<file path="src/include/hub_port_pkg.sv">
package hub_port_pkg;
   // ------------------------------------------------------------
   // register map (byte addresses)
   // ------------------------------------------------------------
   localparam logic [7:0] ADDR_DEV_ADDR_A  = 8'h10;
   localparam logic [7:0] ADDR_DEV_ADDR_B  = 8'h40;
   localparam logic [7:0] ADDR_CONNECT     = 8'h48;
   localparam logic [7:0] ADDR_PORT_ENABLE = 8'h49;
   localparam logic [7:0] ADDR_PORT_SPEED  = 8'h4a;
   localparam logic [7:0] ADDR_SUSPEND     = 8'h4d;
   localparam logic [7:0] ADDR_RESUME      = 8'h4e;
   localparam logic [7:0] ADDR_LINE_ZERO   = 8'h4f;
   localparam logic [7:0] ADDR_LINE_DATA   = 8'h50;
   localparam logic [7:0] ADDR_FORCE_CTRL  = 8'h51;
   localparam logic [7:0] ADDR_STATUS      = 8'h60;
   localparam logic [7:0] ADDR_INT_ENABLE  = 8'h61;
   localparam logic [7:0] ADDR_INT_PEND    = 8'h62;
   localparam logic [7:0] ADDR_CONTROL     = 8'h63;
   // ------------------------------------------------------------
   // field positions and reset values
   // ------------------------------------------------------------
   localparam int         BUS_RESET_BIT    = 5;
   localparam logic [7:0] RESET_VALUE      = 8'h00;
   localparam int         PORTS            = 4;
   localparam int         ENDPOINTS        = 5;
   localparam int         PEND_BUSRST      = 0;
   localparam int         PEND_T128        = 1;
   localparam int         PEND_T1024       = 2;
   localparam int         PEND_HUB         = 3;
   localparam int         PEND_EP0         = 4;
   localparam logic [1:0] FORCE_NONE       = 2'h0;
   localparam logic [1:0] FORCE_DIFF_ONE   = 2'h1;
   localparam logic [1:0] FORCE_DIFF_ZERO  = 2'h2;
   localparam logic [1:0] FORCE_SE0        = 2'h3;
   // ------------------------------------------------------------
   // timing
   // ------------------------------------------------------------
   localparam int CLK_MHZ        = 100;
   localparam int SE0_MIN_US     = 12;
   localparam int SE0_MAX_US     = 16;
   localparam int SE0_CYCLES     = SE0_MIN_US * CLK_MHZ + CLK_MHZ * 2;
   localparam int T128_US        = 128;
   localparam int T128_CYCLES    = T128_US * CLK_MHZ;
   localparam int T1024_RATIO    = 8;
endpackage : hub_port_pkg

</file>
<file path="src/rtl/usb_hub_port_control.sv">
// Operation
// - upstream SE0 becomes a bus reset after 14 us, within 12..16 us
// - detected bus reset sets status bit five for firmware
// - bus reset clears device addresses and all hub port registers
// - bus reset interrupt pends when the SE0 ends
// - free-running 128 us and 1.024 ms timer interrupts
// - endpoint interrupt on final acknowledge; unacknowledged IN gives none
// - hub interrupt on connect change, babble or resume
// - babble and resume count only on enabled ports
// - connect changes on forced ports raise no hub interrupt
// - speed bit one means low speed, zero full speed
// - speed register clears on resets; upper bits read zero
// - enabled unsuspended port repeats traffic unless babbling
// - low speed ports never get full speed upstream traffic
// - enable takes effect after current packet, at once when idle
// - in suspend connect changes interrupt even on disabled ports
// - enable resets to zero; babble clears the port enable
// - babble is traffic or open connectivity at EOF2 on enabled port
// - two-bit force field: normal, diff one, diff zero, SE0
// - force register resets to zero, meaning normal traffic
// - forced lines use edge rate matching the port speed
//
// Design decision made here: the strobed register port.
`timescale 1ns/1ps
module usb_hub_port_control (
   input  wire logic       core_clk,
   input  wire logic       rst_b,
   input  wire logic [7:0] regAddr,
   input  wire logic [7:0] regWrData,
   input  wire logic       regWrite,
   input  wire logic       regRead,
   output logic      [7:0] regRdData,
   input  wire logic       upDp,
   input  wire logic       upDm,
   input  wire logic [3:0] portConnect,
   input  wire logic [3:0] portResume,
   input  wire logic [3:0] portNonIdle,
   input  wire logic [3:0] portOpen,
   input  wire logic       eofTwo,
   input  wire logic       packetActive,
   input  wire logic       upFullSpeed,
   input  wire logic       suspended,
   input  wire logic [4:0] epAck,
   output logic      [3:0] portRepeat,
   output logic      [3:0] portDriveEn,
   output logic      [3:0] portDriveDp,
   output logic      [3:0] portDriveDm,
   output logic      [3:0] portSlowEdge,
   output logic      [9:0] irqPending
);
   // ------------------------------------------------------------
   // synchronisers and line state
   // ------------------------------------------------------------
   logic [1:0] upMeta;
   logic [1:0] upSync;
   logic [3:0] connMeta;
   logic [3:0] connSync;
   logic [3:0] connLast;
   logic [3:0] resMeta;
   logic [3:0] resSync;
   logic [3:0] resLast;

   // first stage feeds only the second stage
   always_ff @(posedge core_clk or negedge rst_b) begin
      if (!rst_b) begin
         upMeta   <= 2'h3;
         upSync   <= 2'h3;
         connMeta <= 4'h0;
         connSync <= 4'h0;
         connLast <= 4'h0;
         resMeta  <= 4'h0;
         resSync  <= 4'h0;
         resLast  <= 4'h0;
      end else begin
         upMeta   <= {upDp, upDm};
         upSync   <= upMeta;
         connMeta <= portConnect;
         connSync <= connMeta;
         connLast <= connSync;
         resMeta  <= portResume;
         resSync  <= resMeta;
         resLast  <= resSync;
      end
   end

   wire       lineSe0 = (upSync == 2'h0);
   wire [3:0] connChange = connSync ^ connLast;
   wire [3:0] resumeRise = resSync & ~resLast;

   // ------------------------------------------------------------
   // bus reset detector
   // ------------------------------------------------------------
   logic [11:0] se0Count;
   logic        inBusReset;
   logic        busResetPulse;
   // 14 us sits safely between the may and must bounds
   localparam logic [11:0] SE0_LIMIT =
      12'(hub_port_pkg::SE0_CYCLES - 1);
   wire se0Hit = lineSe0 && (se0Count == SE0_LIMIT) && !inBusReset;
   wire busResetEnd = inBusReset && !lineSe0;

   always_ff @(posedge core_clk or negedge rst_b) begin
      if (!rst_b) begin
         se0Count      <= 12'h000;
         inBusReset    <= 1'b0;
         busResetPulse <= 1'b0;
      end else begin
         busResetPulse <= se0Hit;
         if (!lineSe0)
            se0Count <= 12'h000;
         else if (se0Count != SE0_LIMIT)
            se0Count <= se0Count + 12'h001;
         if (se0Hit)
            inBusReset <= 1'b1;
         else if (busResetEnd)
            inBusReset <= 1'b0;
      end
   end

   // ------------------------------------------------------------
   // timer base
   // ------------------------------------------------------------
   logic [13:0] tickCount;
   logic [2:0]  msCount;
   localparam logic [13:0] T128_LAST =
      14'(hub_port_pkg::T128_CYCLES - 1);
   localparam logic [2:0] MS_LAST =
      3'(hub_port_pkg::T1024_RATIO - 1);
   wire tick128 = (tickCount == T128_LAST);
   wire tick1024 = tick128 && (msCount == MS_LAST);

   // free running, no reset on bus reset
   always_ff @(posedge core_clk or negedge rst_b) begin
      if (!rst_b) begin
         tickCount <= 14'h0000;
         msCount   <= 3'h0;
      end else begin
         tickCount <= tick128 ? 14'h0000 : tickCount + 14'h0001;
         if (tick128)
            msCount <= msCount + 3'h1;
      end
   end

   // ------------------------------------------------------------
   // registers
   // ------------------------------------------------------------
   logic [7:0] devAddrA;
   logic [7:0] devAddrB;
   logic [3:0] portEnable;
   logic [3:0] enableWanted;
   logic [3:0] portSpeed;
   logic [3:0] portSuspend;
   logic [3:0] resumeStatus;
   logic [7:0] forceCtrl;
   logic [7:0] statusReg;
   logic [7:0] intEnable;

   wire wrA     = regWrite && (regAddr == hub_port_pkg::ADDR_DEV_ADDR_A);
   wire wrB     = regWrite && (regAddr == hub_port_pkg::ADDR_DEV_ADDR_B);
   wire wrEn    = regWrite && (regAddr == hub_port_pkg::ADDR_PORT_ENABLE);
   wire wrSpd   = regWrite && (regAddr == hub_port_pkg::ADDR_PORT_SPEED);
   wire wrSus   = regWrite && (regAddr == hub_port_pkg::ADDR_SUSPEND);
   wire wrRes   = regWrite && (regAddr == hub_port_pkg::ADDR_RESUME);
   wire wrForce = regWrite && (regAddr == hub_port_pkg::ADDR_FORCE_CTRL);
   wire wrStat  = regWrite && (regAddr == hub_port_pkg::ADDR_STATUS);
   wire wrIe    = regWrite && (regAddr == hub_port_pkg::ADDR_INT_ENABLE);
   wire wrPend  = regWrite && (regAddr == hub_port_pkg::ADDR_INT_PEND);

   // babble at EOF2 on an enabled port
   wire [3:0] babble = eofTwo ? (portEnable & (portNonIdle | portOpen))
                              : 4'h0;

   // pending enables land when no packet is on the wire
   wire [3:0] next_enable = (portEnable | (packetActive ? 4'h0 :
                            enableWanted)) & ~babble;

   always_ff @(posedge core_clk or negedge rst_b) begin
      if (!rst_b) begin
         devAddrA     <= hub_port_pkg::RESET_VALUE;
         devAddrB     <= hub_port_pkg::RESET_VALUE;
         portEnable   <= 4'h0;
         enableWanted <= 4'h0;
         portSpeed    <= 4'h0;
         portSuspend  <= 4'h0;
         resumeStatus <= 4'h0;
         forceCtrl    <= hub_port_pkg::RESET_VALUE;
         statusReg    <= hub_port_pkg::RESET_VALUE;
         intEnable    <= hub_port_pkg::RESET_VALUE;
      end else if (se0Hit) begin
         devAddrA     <= 8'h00;
         devAddrB     <= 8'h00;
         portEnable   <= 4'h0;
         enableWanted <= 4'h0;
         portSpeed    <= 4'h0;
         portSuspend  <= 4'h0;
         resumeStatus <= 4'h0;
         forceCtrl    <= 8'h00;
         statusReg[hub_port_pkg::BUS_RESET_BIT] <= 1'b1;
      end else begin
         if (wrA)
            devAddrA <= regWrData;
         if (wrB)
            devAddrB <= regWrData;
         if (wrSpd)
            portSpeed <= regWrData[3:0];
         if (wrSus)
            portSuspend <= regWrData[3:0];
         if (wrForce)
            forceCtrl <= regWrData;
         if (wrIe)
            intEnable <= regWrData;
         // a new event wins over a software clear
         resumeStatus <= (wrRes ? resumeStatus & ~regWrData[3:0]
                         : resumeStatus) | resumeRise;
         if (wrStat)
            statusReg <= regWrData;
         if (wrEn) begin
            // disabling is immediate, enabling waits for idle
            portEnable   <= portEnable & regWrData[3:0] & ~babble;
            enableWanted <= regWrData[3:0] & ~portEnable;
         end else begin
            portEnable   <= next_enable;
            enableWanted <= packetActive ? enableWanted & ~babble : 4'h0;
         end
      end
   end

   // ------------------------------------------------------------
   // interrupt sources
   // ------------------------------------------------------------
   logic [9:0] pend;
   wire [3:0] forced;
   wire [3:0] connEvent;
   genvar p;
   generate
      for (p = 0; p < hub_port_pkg::PORTS; p++) begin : gForced
         assign forced[p] = (forceCtrl[2*p+1 -: 2] !=
                             hub_port_pkg::FORCE_NONE);
      end
   endgenerate
   // forced ports are mute; connect changes are never gated by the enable, suspended or not
   assign connEvent = connChange & ~forced &
                      (suspended ? 4'hf : 4'hf);
   wire hubEvent = (|connEvent) ||
                   (|((babble | resumeRise) & portEnable));
   wire [9:0] setPend = {1'b0, epAck, hubEvent, tick1024, tick128,
                         busResetEnd};
   wire [9:0] clrPend = wrPend ? {2'h0, regWrData} : 10'h000;

   always_ff @(posedge core_clk or negedge rst_b) begin
      if (!rst_b)
         pend <= 10'h000;
      else
         pend <= (pend & ~clrPend) | setPend;            // set beats clear
   end

   // ------------------------------------------------------------
   // repeater and line forcing
   // ------------------------------------------------------------
   wire [3:0] next_repeat = portEnable & ~portSuspend & ~babble &
                            ~(portSpeed & {4{upFullSpeed}});
   logic [3:0] next_dp;
   logic [3:0] next_dm;
   always_comb begin
      for (int i = 0; i < hub_port_pkg::PORTS; i++) begin
         next_dp[i] = (forceCtrl[2*i+1 -: 2] == hub_port_pkg::FORCE_DIFF_ONE);
         next_dm[i] = (forceCtrl[2*i+1 -: 2] == hub_port_pkg::FORCE_DIFF_ZERO);
      end
   end

   // ------------------------------------------------------------
   // read mux
   // ------------------------------------------------------------
   wire [7:0] rdMux =
      (regAddr == hub_port_pkg::ADDR_DEV_ADDR_A)  ? devAddrA :
      (regAddr == hub_port_pkg::ADDR_DEV_ADDR_B)  ? devAddrB :
      (regAddr == hub_port_pkg::ADDR_CONNECT)     ? {4'h0, connSync} :
      (regAddr == hub_port_pkg::ADDR_PORT_ENABLE) ? {4'h0, portEnable} :
      (regAddr == hub_port_pkg::ADDR_PORT_SPEED)  ? {4'h0, portSpeed} :
      (regAddr == hub_port_pkg::ADDR_SUSPEND)     ? {4'h0, portSuspend} :
      (regAddr == hub_port_pkg::ADDR_RESUME)      ? {4'h0, resumeStatus} :
      (regAddr == hub_port_pkg::ADDR_FORCE_CTRL)  ? forceCtrl :
      (regAddr == hub_port_pkg::ADDR_STATUS)      ? statusReg :
      (regAddr == hub_port_pkg::ADDR_INT_ENABLE)  ? intEnable :
      (regAddr == hub_port_pkg::ADDR_INT_PEND)    ? pend[7:0] :
      (regAddr == hub_port_pkg::ADDR_CONTROL)     ? {6'h00, pend[9:8]} :
      8'h00;

   // all outputs registered
   always_ff @(posedge core_clk or negedge rst_b) begin
      if (!rst_b) begin
         regRdData    <= 8'h00;
         portRepeat   <= 4'h0;
         portDriveEn  <= 4'h0;
         portDriveDp  <= 4'h0;
         portDriveDm  <= 4'h0;
         portSlowEdge <= 4'h0;
         irqPending   <= 10'h000;
      end else begin
         regRdData    <= regRead ? rdMux : 8'h00;
         portRepeat   <= next_repeat;
         portDriveEn  <= forced;
         portDriveDp  <= next_dp;
         portDriveDm  <= next_dm;
         portSlowEdge <= portSpeed;
         irqPending   <= pend;
      end
   end
endmodule : usb_hub_port_control

</file>
<file path="config.mk">
export PLATFORM = sky130hd
export DESIGN_NAME = usb_hub_port_control
export DESIGN_NICKNAME = d
export VERILOG_FILES = /design/src/include/hub_port_pkg.sv /design/src/rtl/usb_hub_port_control.sv
export SDC_FILE = /design/constraint.sdc
export NUM_CORES = 1
export LEC_CHECK = 0
export ABC_AREA = 1
export BUFFER_PORTS_ARGS = -buffer_cell sky130_fd_sc_hd__buf_4
export CAP_MARGIN = 30
export CORE_MARGIN = 1.5
export CORE_UTILIZATION = 43
export DETAILED_ROUTE_END_ITERATION = 6
export GPL_ROUTABILITY_DRIVEN = 0
export GPL_TIMING_DRIVEN = 1
export SKIP_LAST_GASP = 1
export SLEW_MARGIN = 20
export SYNTH_ARGS = -nofsm -noshare
export SYNTH_HDL_FRONTEND = slang
export SYNTH_SLANG_ARGS = --single-unit
export TNS_END_PERCENT = 30
</file>
<file path="constraint.sdc">
create_clock -name core_clk -period 2.1 [get_ports core_clk]
set_input_delay 0.21 -clock core_clk [delete_from_list [all_inputs] [get_ports core_clk]]
set_output_delay 0.21 -clock core_clk [all_outputs]
set_load 0.1 [all_outputs]
</file>
==> results.md <==
* DRC at 0
* Pwr/cell area at roughly 790 mW/mm^2
* Antenna violations before repair at 0
* Core Rows at 46
* Post-Syn Area per Cell at 9.37 um^2
* Delay-heaviest family, CP: simple AND/OR/NAND/NOR gates
* Worst setup EP type: register
* Outcome: complete, no violations
* Ant. Diodes at 0
* Worst path cell trace: ha_1, inv_1, nor4_4, nand4_2, buf_4, o21ai_1, inv_2, nand2_1, o21ai_2
* DIE HEIGHT at 130 um
* Pleak at approximately 0.0041 uW
* Avg WL per Cell at 14.6 um
* Fraction of layout cells with a size suffix above 1 at between 20% and 30%
* Worst-Skew Late Latency at 0.42 ns
* Rel. slew slack at 66.4%
* Type of the tightest min-delay check: primary input to register
* Critical setup path kind: register to register
* CTS tree: built
* Number of CTS-inserted buffers at 17
* GRT Total Usage at 19.7%
* Final setup viols at 0
* Clock Sinks at roughly 160
* Tightest Pin Transition at 0.504 ns
* Type of origin of the critical path: register
* Sequential area share after synthesis at 59.3%
* Final period util at 91.5%
* Net Count, Synth at around 800
* CP bufs+invs at 3
* Total iterations of the first detailed-routing run at 5
* Syn. warnings at 0
* Syn Inst Count at 740
* Distinct cells, synth at 46
* Maximum number of pins on one net before global-route repair at 55
* Starting Density at a little over two fifths
* Number of max-cap violations at 0
* Chip width at 130 um
* Setup TNS at 0 ns
* Pins Over Slew Limit at 0
* Global route total overflow at 0
* Core box area at approximately 0.016 mm^2
* Max clock buf depth at 2
* FMAX at 520 MHz
* # port buffers at 82
* Area contributors post-synth: dfrtp_1 58%, nand2_1 8.9%, inv_1 4.9%
* Synthesis-to-layout area growth at 23.2%
* Multi-input logic area at ~0.0024 mm^2
* Max incr delay on CP at 0.39 ns
* Vias per cell at about 5
* Post-synth top area share at around 58%
* Final Hold Viols at 0
* First-pass GRT wire length at about 25,000 um
* Detail Placement HPWL at 11,400 um
* Drt initial violations at about 350
* Commonest non-fill, non-tap cell in the layout: nand2_1
* Clock transition at the registers of the reported paths at ~0.070 ns
* Vias in the first global route at 5,198
* Vias at 5,464
* Synthesized cell area at 0.00693 mm^2
* Overall Power at ~6800 uW
* Die area at 0.0169 mm^2
* Seq cells post-synth at between 150 and 200
* Arrival @ worst endpoint at ~2.2 ns
* Clk root buf: clkbuf_16
* Crit path time final at just under 2 ns
* Fillers at 1,416
* Slowest cell on crit path: dfrtp_1
* RSZ-0062 raised after global routing: false
* Total Nets Final at 907
* Commonest cells after routing, fill and taps aside: 165 x nand2_1, 160 x dfrtp_1, 90 x inv_1, 88 x buf_4, 55 x nor2_1
* H-tree depth at 4
* Post-route ant nets at 0
* Storage cell area at 0.00411 mm^2
* Req. time, crit path at 2.40 ns
* Routed wire length at 15,800 um
* I/O Pins at 85
* Max rail drop VDD at 542 uV
* Final Skew at ~0.0086 ns
* Yosys top cell by area: dfrtp_1
* Worst-path fanout max at 21
registers in the layout, summed over array words and instances, names as in the netlist, 8 cells and up:
name / cells
devAddrA: 8
devAddrB: 8
forceCtrl: 8
intEnable: 8
irqPending: 9
pend: 9
regRdData: 8
se0Count: 12
statusReg: 8
tickCount: 14
power breakdown:
part	leakage (uW)	total (uW)	internal [uW]	switching, uW
registers	0.00208	3330	3270	60.7
clock network	0.000249	2800	1520	1280
logic	0.00180	625	183	442
logic make-up after synthesis:
family	synth area share [%]
simple gates	21.1
flops	59.3
compound gates	11.8
buf+inv	6.53
xor+xnor	0.506
fa+ha+maj	0.722
other cells	0.0541
final cells by class:
class	instances	area share, %
clock buffers	18	5.02
inverters	100	4.39
clock inverters	14	1.23
repair buffers	108	10.3
well taps	216	3.16
multi-input cells	465	27.7
flip-flops and latches	164	48.1
metal layers:
layer	vias up	part of all wire, %	track usage, %	routed length (um)
met1	2654	44	23.7	6880
met5	-	0	0	0
met2	124	51	34.7	8030
met3	21	3.9	4.59	612
met4	0	1.8	6.93	281
li1	2665	-	-	-
cells in the mapped netlist, drive strengths merged:
cell and count:
o221ai 3, a21o 1, a2111oi 3, a31oi 3
nor3 13, nor2 63, a21oi 33, and3 1
o22ai 8, o2111a 1, or2 8, nand2 170
nand3 34, o21a 1, dfrtp 160, ha 4
buf 8, o211ai 2, clkbuf 3, a31o 1
nand3b 1, dfstp 4, xor2 2, nor3b 1
nor4 7, xnor2 2, o21ai 84, conb 1
nand4 18, inv 100
stage by stage:
stage / instances / util, % / area [um^2] / setup WS (ns) / hold slack (ns)
2_1_floorplan: 740 / - / 6930 / 0.412 / -0.0856
3_3_place_gp: 1036 / 49.5 / 7840 / 0.253 / 0.196
3_5_place_dp: 1036 / 49.5 / 7840 / 0.187 / 0.200
4_1_cts: 1085 / 54.0 / 8540 / 0.180 / 0.0431
5_1_grt: 1085 / 54.0 / 8540 / 0.0107 / 0.0566
6_report: 1085 / 54.0 / 8540 / 0.178 / 0.0656
worst paths after layout:
check	startpoint	to	slack [ns]	cells after the start
max	se0Count[1]	devAddrA[4]	0.18	9
min	regRead	regRdData[6]	0.07	3
max reg2reg	se0Count[1]	devAddrA[4]	0.18	9
min reg2reg	resMeta[1]	resSync[1]	0.35	0
max in group asynchronous	rst_b	upSync[0]	1.12	3
min in group asynchronous	rst_b	regRdData[4]	0.32	2
what timing repair did:
item / CTS / global route
resized for setup: 0 / 1
buffers inserted: 0 / 0
endpoints found under the setup margin: 0 / 7
hold endpoints to repair: 67 / 0
hold buffers: 17 / 0
worst reg2reg max path, stage by stage, from the launching register on:
cell     delay (ns)
dfrtp_1        0.39
ha_1           0.21
inv_1          0.09
nor4_4         0.27
nand4_2        0.12
buf_4          0.25
o21ai_1        0.13
inv_2          0.17
nand2_1        0.12
o21ai_2        0.05
Power figures use the tool's default switching activity.
